[config.mk]
export PLATFORM = sky130hd
export DESIGN_NAME = crane_interlock
export DESIGN_NICKNAME = d
export VERILOG_FILES = /design/src/rtl/crane_pkg.sv /design/src/rtl/crane_interlock.sv /design/src/rtl/fault_flag.sv /design/src/rtl/trip_delay.sv
export SDC_FILE = /design/constraint.sdc
export NUM_CORES = 1
export LEC_CHECK = 0
export BUFFER_PORTS_ARGS = -buffer_cell sky130_fd_sc_hd__buf_2
export CAP_MARGIN = 15
export CORE_MARGIN = 2
export CORE_UTILIZATION = 40
export CTS_CLUSTER_SIZE = 16
export DETAILED_ROUTE_END_ITERATION = 16
export GPL_TIMING_DRIVEN = 0
export PLACE_DENSITY = 0.65
export SLEW_MARGIN = 20
export SYNTH_ARGS = -nofsm -noshare
export SYNTH_HDL_FRONTEND = slang
export SYNTH_SLANG_ARGS = --single-unit
[constraint.sdc]
create_clock -name clk -period 3.2 [get_ports clk]
set_input_delay 0.64 -clock clk [delete_from_list [all_inputs] [get_ports clk]]
set_output_delay 0.64 -clock clk [all_outputs]
set_load 0.02 [all_outputs]
[src/rtl/crane_pkg.sv]
package crane_pkg;

  // Clock and the boom-down trip filter time
  localparam int CLK_PERIOD_NS      = 100;
  localparam int BOOM_TRIP_DELAY_NS = 1_000_000_000;
  localparam int BOOM_TRIP_CYCLES   = (BOOM_TRIP_DELAY_NS + CLK_PERIOD_NS - 1) / CLK_PERIOD_NS;

  // Register byte addresses
  localparam logic [7:0] ADDR_CTRL     = 8'h00;
  localparam logic [7:0] ADDR_LIVE     = 8'h04;
  localparam logic [7:0] ADDR_FAULTS   = 8'h08;
  localparam logic [7:0] ADDR_HISTO    = 8'h0c;
  localparam logic [7:0] ADDR_IRQ_STAT = 8'h10;
  localparam logic [7:0] ADDR_IRQ_MASK = 8'h14;

  // Field positions
  localparam int CTRL_WINCH_ON_BOOM = 0;
  localparam int CTRL_CHASSIS_LIMIT = 1;
  localparam int LIVE_OVERLOAD      = 0;
  localparam int LIVE_TWO_BLOCK     = 1;
  localparam int LIVE_BOOM_TRIP     = 2;
  localparam int IRQ_OVERLOAD       = 0;
  localparam int IRQ_TWO_BLOCK      = 1;
  localparam int IRQ_FAULT          = 2;
  localparam int IRQ_W              = 3;

  // Reset values
  localparam logic [1:0]       CTRL_RESET = 2'h0;
  localparam logic [IRQ_W-1:0] MASK_RESET = 3'h0;

  // Fault code numbers, one bit per code in the code vector
  localparam int CODE_W           = 32;
  localparam int CODE_SENSOR_LO   = 4;
  localparam int CODE_SENSOR_HI   = 9;
  localparam int CODE_CHASSIS_SIX = 6;
  localparam int CODE_OUT_LO      = 10;
  localparam int CODE_OUT_HI      = 18;
  localparam int CODE_ESTOP       = 19;
  localparam int CODE_SPEED       = 20;
  localparam int CODE_TRIGGER     = 23;
  localparam int CODE_TRIG_EARLY  = 24;
  localparam int SENSOR_CODES     = CODE_SENSOR_HI - CODE_SENSOR_LO + 1;
  localparam int OUT_CODES        = CODE_OUT_HI - CODE_OUT_LO + 1;

  localparam logic [1:0] RESP_OKAY   = 2'h0;
  localparam logic [1:0] RESP_SLVERR = 2'h2;

  // Function set; bit i pairs with output fault code CODE_OUT_LO + i
  typedef struct packed {
    logic hoist_down;
    logic hoist_up;
    logic boom_down;
    logic boom_up;
    logic ext_in;
    logic ext_out;
    logic rot_ccw;
    logic rot_cw;
    logic horn;
  } function_set_t;

  // Transmitter and output line status
  typedef struct packed {
    logic transmitter_on;
    logic estop_open;
    logic speed_open;
    logic trigger_lost;
    logic trigger_held;
  } link_status_t;

endpackage : crane_pkg

[src/rtl/crane_interlock.sv]
`timescale 1ns/100ps
module crane_interlock
  import crane_pkg::*;
#(
  parameter int TRIP_CYCLES = BOOM_TRIP_CYCLES
) (
  input  wire logic                    clk,                // System clock
  input  wire logic                    srst,               // Sync reset
  input  wire logic [7:0]              awaddr,             // Write address
  input  wire logic                    awvalid,            // Write address valid
  output logic                         awready,            // Write address ready
  input  wire logic [31:0]             wdata,              // Write data
  input  wire logic [3:0]              wstrb,              // Byte strobes
  input  wire logic                    wvalid,             // Write data valid
  output logic                         wready,             // Write data ready
  output logic [1:0]                   bresp,              // Write response
  output logic                         bvalid,             // Write response valid
  input  wire logic                    bready,             // Write response ready
  input  wire logic [7:0]              araddr,             // Read address
  input  wire logic                    arvalid,            // Read address valid
  output logic                         arready,            // Read address ready
  output logic [31:0]                  rdata,              // Read data
  output logic [1:0]                   rresp,              // Read response
  output logic                         rvalid,             // Read data valid
  input  wire logic                    rready,             // Read data ready
  input  wire logic                    load_sensor_closed, // High while not overloaded
  input  wire logic                    anti_two_block_switch, // High while closed
  input  wire function_set_t           toggles,            // Operator toggle requests
  input  wire link_status_t            link,               // Transmitter and line status
  input  wire logic [SENSOR_CODES-1:0] sensor_faults,      // Sensor faults 04..09
  input  wire logic [OUT_CODES-1:0]    output_faults,      // Output faults 10..18
  output function_set_t                fn_out,             // Function outputs
  output logic                         pump,               // Pump solenoid
  output logic [CODE_W-1:0]            active_codes,       // Stored codes, bit = code
  output logic [CODE_W-1:0]            histogram_codes,    // Histogram view
  output logic                         irq                 // Level interrupt
);

  if (TRIP_CYCLES < 1) begin : g_bad_trip
    $error("TRIP_CYCLES must be at least one");
  end

  logic [1:0]        ctrl;
  logic [IRQ_W-1:0]  irq_stat;
  logic [IRQ_W-1:0]  irq_mask;
  logic [CODE_W-1:0] code_set;
  logic [CODE_W-1:0] code_clr;
  logic [CODE_W-1:0] sw_clr;
  logic              overload;
  logic              two_block;
  logic              boom_trip;
  logic              overload_q;
  logic              two_block_q;
  logic              sensor_block;
  logic              sensor_block_bd;
  logic              toggles_neutral;
  function_set_t     next_fn;
  function_set_t     pump_fns;

  // Both safety switches are closed in normal service
  assign overload  = !load_sensor_closed;
  assign two_block = !anti_two_block_switch;
  assign toggles_neutral = (toggles == '0);

  // Overload must persist before boom down is cut
  trip_delay #(
    .DELAY_CYCLES (TRIP_CYCLES)
  ) u_boom_trip (
    .clk      (clk),
    .srst     (srst),
    .raw      (overload),
    .filtered (boom_trip)
  );

  // Sensor codes stop the limiting functions; code 06 may spare boom down
  always_comb begin
    sensor_block    = |active_codes[CODE_SENSOR_HI:CODE_SENSOR_LO];
    sensor_block_bd = sensor_block;
    if (ctrl[CTRL_CHASSIS_LIMIT] && active_codes[CODE_CHASSIS_SIX]) begin
      sensor_block_bd = |(active_codes[CODE_SENSOR_HI:CODE_SENSOR_LO]
                          & ~(SENSOR_CODES'(1) << (CODE_CHASSIS_SIX - CODE_SENSOR_LO)));
    end
  end

  // Interlock on the requested functions
  always_comb begin
    next_fn = toggles; // Safe directions and rotation pass through
    next_fn.hoist_up  = toggles.hoist_up && !toggles.hoist_down
                        && !overload && !two_block && !sensor_block;
    next_fn.hoist_down = toggles.hoist_down && !toggles.hoist_up;
    next_fn.ext_out   = toggles.ext_out && !overload && !two_block && !sensor_block;
    next_fn.boom_down = toggles.boom_down && !boom_trip && !sensor_block_bd
                        && !(two_block && !ctrl[CTRL_WINCH_ON_BOOM]);
    pump_fns      = next_fn;
    pump_fns.horn = 1'b0; // Horn needs no pump
  end

  // Registered outputs; neither hoist solenoid is driven while both hoist directions are requested
  always_ff @(posedge clk) begin
    if (srst) begin
      fn_out <= '0;
      pump   <= 1'b0;
    end else begin
      fn_out <= next_fn;
      pump   <= |pump_fns;
    end
  end

  // Fault raising and clearing conditions per code
  always_comb begin
    code_set = '0;
    code_clr = sw_clr;
    code_set[CODE_SENSOR_HI:CODE_SENSOR_LO] = sensor_faults; // Only software clears
    code_set[CODE_OUT_HI:CODE_OUT_LO]       = output_faults;
    code_clr[CODE_OUT_HI:CODE_OUT_LO]       = sw_clr[CODE_OUT_HI:CODE_OUT_LO] | toggles;
    code_set[CODE_ESTOP]      = link.estop_open && !link.transmitter_on;
    code_clr[CODE_ESTOP]      = sw_clr[CODE_ESTOP] || link.transmitter_on;
    code_set[CODE_SPEED]      = link.speed_open;
    code_set[CODE_TRIGGER]    = link.trigger_lost;
    code_set[CODE_TRIG_EARLY] = link.trigger_held && toggles_neutral;
    code_clr[CODE_TRIG_EARLY] = sw_clr[CODE_TRIG_EARLY] || !link.trigger_held;
  end

  // One sticky flag per fault code
  for (genvar i = 0; i < CODE_W; i++) begin : g_code
    if (i >= CODE_SENSOR_LO && i <= CODE_TRIG_EARLY) begin : g_flag
      fault_flag u_flag (
        .clk  (clk),
        .srst (srst),
        .set  (code_set[i]),
        .clr  (code_clr[i]),
        .q    (active_codes[i])
      );
    end else begin : g_none
      assign active_codes[i] = 1'b0;
    end
  end

  // Histogram: trigger-early only with a toggle thrown, the rest in neutral
  always_ff @(posedge clk) begin
    if (srst) begin
      histogram_codes <= '0;
    end else if (toggles_neutral) begin
      histogram_codes <= active_codes & ~(CODE_W'(1) << CODE_TRIG_EARLY);
    end else begin
      histogram_codes <= active_codes & (CODE_W'(1) << CODE_TRIG_EARLY);
    end
  end

  // Register bus slave
  logic              aw_full;
  logic              w_full;
  logic [7:0]        aw_addr;
  logic [31:0]       w_data;
  logic [31:0]       w_mask;
  logic              wr_do;
  logic              wr_hit;
  logic              next_aw_full;
  logic              next_w_full;
  logic              next_bvalid;
  logic              next_rvalid;
  logic              ar_take;
  logic [31:0]       rd_word;
  logic              rd_hit;
  logic [31:0]       wr_bits;
  logic [IRQ_W-1:0]  irq_event;

  // Address and data are held separately; the write happens once both are in
  assign wr_do       = aw_full && w_full;
  assign wr_bits     = w_data & w_mask;
  assign next_aw_full = wr_do ? 1'b0 : (aw_full || (awvalid && awready));
  assign next_w_full  = wr_do ? 1'b0 : (w_full || (wvalid && wready));
  assign next_bvalid  = wr_do || (bvalid && !bready);
  assign ar_take      = arvalid && arready;
  assign next_rvalid  = ar_take || (rvalid && !rready);
  assign wr_hit = (aw_addr == ADDR_CTRL) || (aw_addr == ADDR_FAULTS)
                  || (aw_addr == ADDR_IRQ_STAT) || (aw_addr == ADDR_IRQ_MASK);
  assign sw_clr = (wr_do && aw_addr == ADDR_FAULTS) ? wr_bits : '0;

  // Channel holding and ready flops
  always_ff @(posedge clk) begin
    if (srst) begin
      aw_full <= 1'b0;
      w_full  <= 1'b0;
      awready <= 1'b0;
      wready  <= 1'b0;
      bvalid  <= 1'b0;
      bresp   <= RESP_OKAY;
    end else begin
      aw_full <= next_aw_full;
      w_full  <= next_w_full;
      awready <= !next_aw_full && !next_bvalid;
      wready  <= !next_w_full && !next_bvalid;
      bvalid  <= next_bvalid;
      if (wr_do) begin
        bresp <= wr_hit ? RESP_OKAY : RESP_SLVERR;
      end
    end
  end

  // Payload capture
  always_ff @(posedge clk) begin
    if (awvalid && awready) begin
      aw_addr <= awaddr;
    end
    if (wvalid && wready) begin
      w_data <= wdata;
      w_mask <= {{8{wstrb[3]}}, {8{wstrb[2]}}, {8{wstrb[1]}}, {8{wstrb[0]}}};
    end
  end

  // Software-written configuration
  always_ff @(posedge clk) begin
    if (srst) begin
      ctrl     <= CTRL_RESET;
      irq_mask <= MASK_RESET;
    end else if (wr_do) begin
      if (aw_addr == ADDR_CTRL && wstrb_ok(w_mask)) begin
        ctrl <= w_data[1:0];
      end
      if (aw_addr == ADDR_IRQ_MASK && wstrb_ok(w_mask)) begin
        irq_mask <= w_data[IRQ_W-1:0];
      end
    end
  end

  function automatic logic wstrb_ok(input logic [31:0] m);
    return m[0];
  endfunction : wstrb_ok

  // Interrupt events: new trips and newly raised codes
  assign irq_event = {|(code_set & ~active_codes), two_block && !two_block_q,
                      overload && !overload_q};

  // Sticky status, write one to clear; a new event wins over the clear
  always_ff @(posedge clk) begin
    if (srst) begin
      irq_stat    <= '0;
      overload_q  <= 1'b0;
      two_block_q <= 1'b0;
      irq         <= 1'b0;
    end else begin
      overload_q  <= overload;
      two_block_q <= two_block;
      if (wr_do && aw_addr == ADDR_IRQ_STAT) begin
        irq_stat <= (irq_stat & ~wr_bits[IRQ_W-1:0]) | irq_event;
      end else begin
        irq_stat <= irq_stat | irq_event;
      end
      irq <= |(irq_stat & irq_mask);
    end
  end

  // Read decode
  always_comb begin
    rd_word = '0;
    rd_hit  = 1'b1;
    unique case (araddr)
      ADDR_CTRL:     rd_word[1:0] = ctrl;
      ADDR_LIVE:     rd_word[LIVE_BOOM_TRIP:LIVE_OVERLOAD] = {boom_trip, two_block, overload};
      ADDR_FAULTS:   rd_word = active_codes;
      ADDR_HISTO:    rd_word = histogram_codes;
      ADDR_IRQ_STAT: rd_word[IRQ_W-1:0] = irq_stat;
      ADDR_IRQ_MASK: rd_word[IRQ_W-1:0] = irq_mask;
      default:       rd_hit = 1'b0;
    endcase
  end

  // Read channel; data are a snapshot taken at the address handshake
  always_ff @(posedge clk) begin
    if (srst) begin
      arready <= 1'b0;
      rvalid  <= 1'b0;
      rdata   <= '0;
      rresp   <= RESP_OKAY;
    end else begin
      arready <= !next_rvalid;
      rvalid  <= next_rvalid;
      if (ar_take) begin
        rdata <= rd_word;
        rresp <= rd_hit ? RESP_OKAY : RESP_SLVERR;
      end
    end
  end

  // Checks
  property p_block_damage;
    @(posedge clk) disable iff (srst)
      (overload || two_block) |=> !fn_out.hoist_up && !fn_out.ext_out;
  endproperty
  a_block_damage: assert property (p_block_damage) else $error("damaging motion not blocked");

  property p_safe_moves;
    @(posedge clk) disable iff (srst)
      (overload && toggles.boom_up && toggles.ext_in) |=> fn_out.boom_up && fn_out.ext_in;
  endproperty
  a_safe_moves: assert property (p_safe_moves) else $error("safe motion lost on overload");

  property p_winch_on_boom;
    @(posedge clk) disable iff (srst)
      (two_block && ctrl[CTRL_WINCH_ON_BOOM] && !boom_trip && !sensor_block && toggles.boom_down)
      |=> fn_out.boom_down;
  endproperty
  a_winch_on_boom: assert property (p_winch_on_boom) else $error("two-block cut boom down");

  property p_spike;
    @(posedge clk) disable iff (srst) $rose(overload) |=> !boom_trip ##1 !boom_trip;
  endproperty
  a_spike: assert property (p_spike) else $error("boom trip without delay");

  property p_no_overlap;
    @(posedge clk) disable iff (srst) !(fn_out.hoist_up && fn_out.hoist_down);
  endproperty
  a_no_overlap: assert property (p_no_overlap) else $error("both hoist solenoids on");

  property p_pump;
    @(posedge clk) disable iff (srst)
      (fn_out.boom_up || fn_out.hoist_down || fn_out.rot_cw) |-> pump;
  endproperty
  a_pump: assert property (p_pump) else $error("pump off with function active");

  property p_toggle_clear;
    @(posedge clk) disable iff (srst)
      (toggles.horn && !output_faults[0]) |=> !active_codes[CODE_OUT_LO];
  endproperty
  a_toggle_clear: assert property (p_toggle_clear) else $error("output code not cleared");

  property p_hist_neutral;
    @(posedge clk) disable iff (srst)
      !toggles_neutral |=> histogram_codes[CODE_TRIG_EARLY-1:0] == '0;
  endproperty
  a_hist_neutral: assert property (p_hist_neutral) else $error("histogram shown off neutral");

  property p_estop;
    @(posedge clk) disable iff (srst) link.transmitter_on |=> !active_codes[CODE_ESTOP];
  endproperty
  a_estop: assert property (p_estop) else $error("e-stop code with transmitter on");

endmodule : crane_interlock

[src/rtl/fault_flag.sv]
`timescale 1ns/100ps
module fault_flag
  import crane_pkg::*;
(
  input  wire logic clk,  // System clock
  input  wire logic srst, // Sync reset
  input  wire logic set,  // Fault detected
  input  wire logic clr,  // Clearing condition
  output logic      q     // Stored code
);

  // Set beats clear so a fault in the clearing cycle survives
  always_ff @(posedge clk) begin
    if (srst) begin
      q <= 1'b0;
    end else if (set) begin
      q <= 1'b1;
    end else if (clr) begin
      q <= 1'b0;
    end
  end

endmodule : fault_flag

[src/rtl/trip_delay.sv]
`timescale 1ns/100ps
module trip_delay
  import crane_pkg::*;
#(
  parameter int DELAY_CYCLES = BOOM_TRIP_CYCLES
) (
  input  wire logic clk,      // System clock
  input  wire logic srst,     // Sync reset
  input  wire logic raw,      // Unfiltered trip
  output logic      filtered  // Trip held long enough
);

  localparam int CW = $clog2(DELAY_CYCLES + 1);
  localparam logic [CW-1:0] LAST = CW'(DELAY_CYCLES - 1);

  if (DELAY_CYCLES < 1) begin : g_bad_delay
    $error("trip_delay needs at least one cycle");
  end

  logic [CW-1:0] count;

  // Any drop of the trip restarts the wait, which rejects spikes
  always_ff @(posedge clk) begin
    if (srst || !raw) begin
      count    <= '0;
      filtered <= 1'b0;
    end else if (count == LAST) begin
      filtered <= 1'b1;
    end else begin
      count <= count + CW'(1);
    end
  end

  property p_trip_drop;
    @(posedge clk) disable iff (srst) !raw |=> !filtered;
  endproperty
  a_trip_drop: assert property (p_trip_drop) else $error("trip kept after input cleared");

endmodule : trip_delay

Word-level counts from Yosys, hierarchy flattened. Index checks and enable logic that the tools add are counted. W data, S select, Z words.

Add/subtract/negate cells: 1. Eq/ne operators: 9. Multiplexer cells: 49. Bitwise operators: 10. Reduce and logical (&&, ||, !) cells: 90.

Operator list (count): $pmux W29 S2 (1); $mux W1 (42); $reduce_bool A2 Y1 (19); $and A25 B32 Y32 (1); $eq A8 B5 Y1 const B (4); $not A25 Y32 (1); $reduce_or A32 Y1 (1); $logic_and A1 B1 Y1 (29); $and A25 B25 Y25 (1); $mux W25 (1); $add A24 B1 Y24 const B (1); $eq A24 B24 Y1 const B (1); $eq A8 B4 Y1 const B (3); $logic_not A1 Y1 (19); $logic_not A8 Y1 (2); $reduce_or A6 Y1 (2); $logic_or A1 B1 Y1 (10); $pmux W2 S5 (1); $logic_not A9 Y1 (1); $or A9 B9 Y9 (1); $eq A8 B3 Y1 const B (1); $reduce_or A8 Y1 (1); $and A3 B3 Y3 (2); $or A3 B3 Y3 (2); 9 further kinds (12).

Bits in registers: 196. Input bits: 90. Output and inout port bits: 116. Word-level logic and storage cells: 212.

Logic depth before layout (Yosys ltp).
Word-level depth: 6. Mapped depth: 6. Gate-level depth less buffers: 5.

By module. Synthesis repeated with hierarchy kept, for this count alone.

Cells, all modules: 624. Area total of the unflattened synthesis: 6540.0 um^2.

By module, submodules not included: crane_interlock (instances 1, cells an instance 410, area an instance 4571.9 um^2, sequential area each 2582.5 um^2); trip_delay (instances 1, cells an instance 130, area an instance 1153.6 um^2, sequential area each 500.5 um^2); fault_flag (instances 21, cells an instance 4, area an instance 38.8 um^2, sequential area each 20.0 um^2).

Worst setup path after synthesis. No wires, ideal clock.

Kind: input -> register. Start: in toggles[1] in the netlist's numbering. End: reg histogram_codes[9]. Library setup time: 59 ps. Arrival: 1965 ps. Required time: 3141 ps. Slack: 1176 ps. Stages on the path: 6. Buffers on the path: 2. Cell sequence: or4_4 > or3_1 > buf_4 > nor2_4 > buf_6 > and2_1.

Cells in the longest elaborated chain, start to end: 3.

Ends and longest elaborated chain: start: declaration (RTL line crane_interlock.sv:28) `input wire function_set_t toggles,`; $logic_not A9 Y1 (RTL line crane_interlock.sv:63) `assign toggles_neutral = (toggles == '0);`; $not A1 Y1 (no source line); $reduce_or A2 Y1 (no source line); end signal: assignment (RTL line crane_interlock.sv:144) `histogram_codes <= active_codes & ~(CODE_W'(1) << CODE_TRIG_EARLY);`; end signal: assignment (RTL line crane_interlock.sv:146) `histogram_codes <= active_codes & (CODE_W'(1) << CODE_TRIG_EARLY);`; end: declaration (RTL line crane_interlock.sv:35) `output logic [CODE_W-1:0] histogram_codes,`.

Every way passes these cells. A chain may end at the register's enable or synchronous reset.

Worst setup path after layout.
Start: reg aw_addr[0]. End: reg g_code[11].g_flag.u_flag.q.

Cells in the longest elaborated chain, start to end: 5.

Ends and longest elaborated chain: start: declaration (RTL line crane_interlock.sv:153) `logic [7:0] aw_addr;`; start signal: assignment (RTL line crane_interlock.sv:204) `aw_addr <= awaddr;`; $eq A8 B4 Y1 (RTL line crane_interlock.sv:178) `assign sw_clr = (wr_do && aw_addr == ADDR_FAULTS) ? wr_bits : '0;`; $logic_and A1 B1 Y1 (RTL line crane_interlock.sv:178); $mux W25 (RTL line crane_interlock.sv:178); $or A9 B9 Y9 (RTL line crane_interlock.sv:115) `code_clr[CODE_OUT_HI:CODE_OUT_LO] = sw_clr[CODE_OUT_HI:CODE_OUT_LO] | toggles;`; $reduce_bool A2 Y1 (no source line); end signal: assignment (RTL line fault_flag.sv:15) `q <= 1'b0;`; end signal: assignment (RTL line fault_flag.sv:17) `q <= 1'b1;`; end signal: assignment (RTL line fault_flag.sv:19) `q <= 1'b0;`; end: declaration (RTL line fault_flag.sv:9) `output logic q`.

Every way passes these cells.

==> impl_results.md <==
* Total power at 4.23 mW
* Worst-path fanout max at 8
* Core ar. at between 15,000 and 20,000 um^2
* Cells after DPL at a little over 1,000
* GR Util All Layers at 0.198
* Drt total wl at ~17,000 um
* Most frequent cells in the layout: buf_2 (159), dfxtp_1 (115), buf_4 (59), nor2_1 (56), conb_1 (38)
* Layout net count at between 900 and 1,000
* Synthesized area at ~6300 um^2
* Clock-pin slew on the worst setup and hold paths at 60 ps
* Die Span Y at approximately 130 um
* Commonest non-fill, non-tap cell in the layout: buf_2
* # resized after CTS at 0
* Endpoint type of the worst setup path: register
* Synth warn at 0
* MaxCap Viol Count at 0
* Setup TNS at 0 ps
* DRT met1 WL at 7680 um
* Beginning of the critical path: aw_addr[0]
* Crit start category: register
* Status: completed
* Starting density of the core at 0.413
* Area Growth Syn to Fin at 27.3%
* Postcts setup bufs at 0
* Setup Skew at 11.4 ps
* Worst Setup EP: g_code[11].g_flag.u_flag.q
* P_int at between 3 and 4 mW
* Sw frac at 0.244
* H-tree Lvls at 4
* Post-route cell area at 8060 um^2
* DR WL met2 at between 7000 and 8000 um
* EDFF count, synth at 34
* Post-synth ARST share at 0
* Sequential share of power at 0.478
* Clock Tree Root: clkbuf_16
* Row cnt at 45
* Worst-path cell chain: or4_4 -> nor4_2 -> and2_1 -> buf_2 -> a311oi_1
* IO buf count at around 160
* DP Worst Slack at ~860 ps
* Num CTS Buffers at 17
* GPL Wtd Cong at around 0.84
* Worst reg2reg startpoint: aw_addr[0]
* Final setup fails at 0
* Reg2Reg Setup Slack at ~1100 ps
* DP HPWL at roughly 13,000 um
* Post-synthesis cell type count at 62
* R2r worst-path depth at 5
* Share of post-route cells with drive strength above 1 at 0.322
* Comb power frac at 0.090
* Top FF cell, synth: dfxtp_1
* Post-Synthesis Cells at between 600 and 700
* Clock Power Share at 0.432
* Die Span X at about 130 um
* Met3 routed WL at about 1000 um
* Pin count of the biggest net entering global routing at 29
* Max-slew violations at 0
* Max IR drop VDD at approximately 0.00035 V
* Yosys reg bits at 149
* Reg2reg end: g_code[11].g_flag.u_flag.q
* Io pins at about 210
* Final period util at 0.642
* Max incr delay on CP at 570 ps
* Drt pass-1 iters at 5
* Cts hold-fix bufs at 0
* Fill cells at around 1,500
* Sinks on Clock Net at 149
* Final worst slack at roughly 1100 ps
* Die area at approximately 17,000 um^2
* Sequential area share after synthesis at 0.525
* Crit path DAT at between 2000 and 2500 ps
* Final antenna-violating net count at 0
* Max frequency at between 400 and 500 MHz
* Iter 0 DRT Violations at ~330
* RSZ-0062 raised after global routing: false
* First-pass GRT wire length at ~25,000 um
* Max-slew headroom at 0.462
* Clock latency on the worst-skew pair at between 400 and 500 ps
* Wire length per cell at ~16 um
* Net switching power figure at 1.03 mW
* Fin crit period at roughly 2000 ps
* Vias per cell at 4.87
* Worst path slowest cell: or4_4
* Grt ovf at 0
* Clock buffer depth at 2
* WP data required at about 3500 ps
* Pwr Density at between 500 and 600 nW/um^2
* Vias in the first global route at roughly 4,700
* Post-place instance area at 7510 um^2
* Static Leak at ~3.5 nW
* Final Hold Vio Count at 0
* Drt drc at 0
* TritonCTS clock tree: built
* Hold Path Class: in -> reg
* Initial antenna violation count at 0
* Crit Path Category: reg -> reg
* Syn_area_per_cell at between 10 and 15 um^2
* Max layer used: met4
* Vias at 5,162
* Measured slew at the worst slew-check pin at slightly above 800 ps
* Non-Filler Instances at about 1,100
power by group through the flow:
stage / combinational (mW) / sequential [mW] / clock [mW]
after detailed placement: 0.379 / 2.06 / 0
final: 0.380 / 2.02 / 1.83
after global placement: 0.377 / 2.06 / 0
after floorplan: 0.237 / 2.06 / 0
after global routing: 0.415 / 2.03 / 1.94
after CTS: 0.380 / 2.02 / 1.85
cells by family (layout without fill, tap and decap cells):
kind of cell | Yosys count | in the layout | synth area share
other | 1 | 40 | 0.000592
adder cells (fa/ha/maj) | 1 | 1 | 0.00198
AO/OA/AOI/OAI | 113 | 113 | 0.124
buffers and inverters | 113 | 300 | 0.105
AND/OR/NAND/NOR | 216 | 216 | 0.190
multiplexers | 23 | 23 | 0.0425
flip-flops | 149 | 149 | 0.525
XOR/XNOR | 8 | 8 | 0.0111
synthesized netlist by cell type (5+ instances only):
cell / instances / area share
mux2i_1: 10 / 0.016
a21oi_1: 28 / 0.022
nor2_1: 56 / 0.033
clkbuf_1: 17 / 0.010
and2_1: 14 / 0.014
nand3_1: 12 / 0.0095
mux2_2: 11 / 0.020
and4_1: 5 / 0.0069
a311oi_1: 17 / 0.024
and3_1: 6 / 0.0059
nand2b_1: 12 / 0.012
nand4_1: 13 / 0.013
inv_1: 27 / 0.016
nor4_1: 7 / 0.0069
nor2b_1: 12 / 0.012
or3_1: 9 / 0.0089
o21a_1: 5 / 0.0059
xnor2_1: 5 / 0.0069
nand2_1: 29 / 0.017
a22oi_1: 19 / 0.023
dfxtp_1: 115 / 0.36
buf_4: 59 / 0.070
o21ai_0: 18 / 0.014
edfxtp_1: 34 / 0.16
nor3_1: 15 / 0.012
layer usage:
metal / track usage / up-vias
met3: 0.0410 / 25
met4: 0.0955 / 0
li1: - / 2580
met5: 0 / -
met1: 0.270 / 2365
met2: 0.301 / 192
worst min path at each step:
stage | slack [ps] | start | cells past startpoint | to
finish | 390 | wstrb[1] | 1 | w_mask[15]
global route | 380 | wdata[15] | 1 | w_data[15]
detailed placement | 430 | w_data[12] | 1 | g_code[12].g_flag.u_flag.q
CTS | 380 | wstrb[1] | 1 | w_mask[15]
global placement | 430 | w_data[14] | 1 | g_code[14].g_flag.u_flag.q
floorplan | 420 | w_data[10] | 1 | g_code[10].g_flag.u_flag.q
final cells by class:
cell class | instances | area, um^2 | area share
Antenna cell | 2 | 5.00 | 0.000621
Inverter | 28 | 105 | 0.0130
Clock buffer | 18 | 429 | 0.0533
Timing Repair Buffer | 155 | 776 | 0.0963
Tap cell | 211 | 264 | 0.0328
Multi-Input combinational cell | 399 | 2480 | 0.308
Clock inverter | 14 | 114 | 0.0141
Sequential cell | 149 | 3320 | 0.412
Buffer | 85 | 561 | 0.0696
registers in the layout, indices dropped and copies added, names as in the netlist, 4 cells and up:
name / cells
histogram_codes: 19
g_code.g_flag.u_flag.q: 19
aw_addr: 8
fn_out: 9
u_boom_trip.count: 24
rdata: 22
w_mask: 4
w_data: 22
per-stage QoR:
step	hold slack [ps]	utilization
final	390	0.526
after global routing	376	0.526
after CTS	380	0.526
after detailed placement	432	0.490
after global placement	427	0.490
after floorplan	421	-
worst max-delay path: cells and delay by family (launching register included):
family	cells	cell delay [ps]
simple gates	3	1180
flops	1	380
buf+inv	1	230
compound gates	1	130
Note: power is estimated with default switching activity, not from simulation.
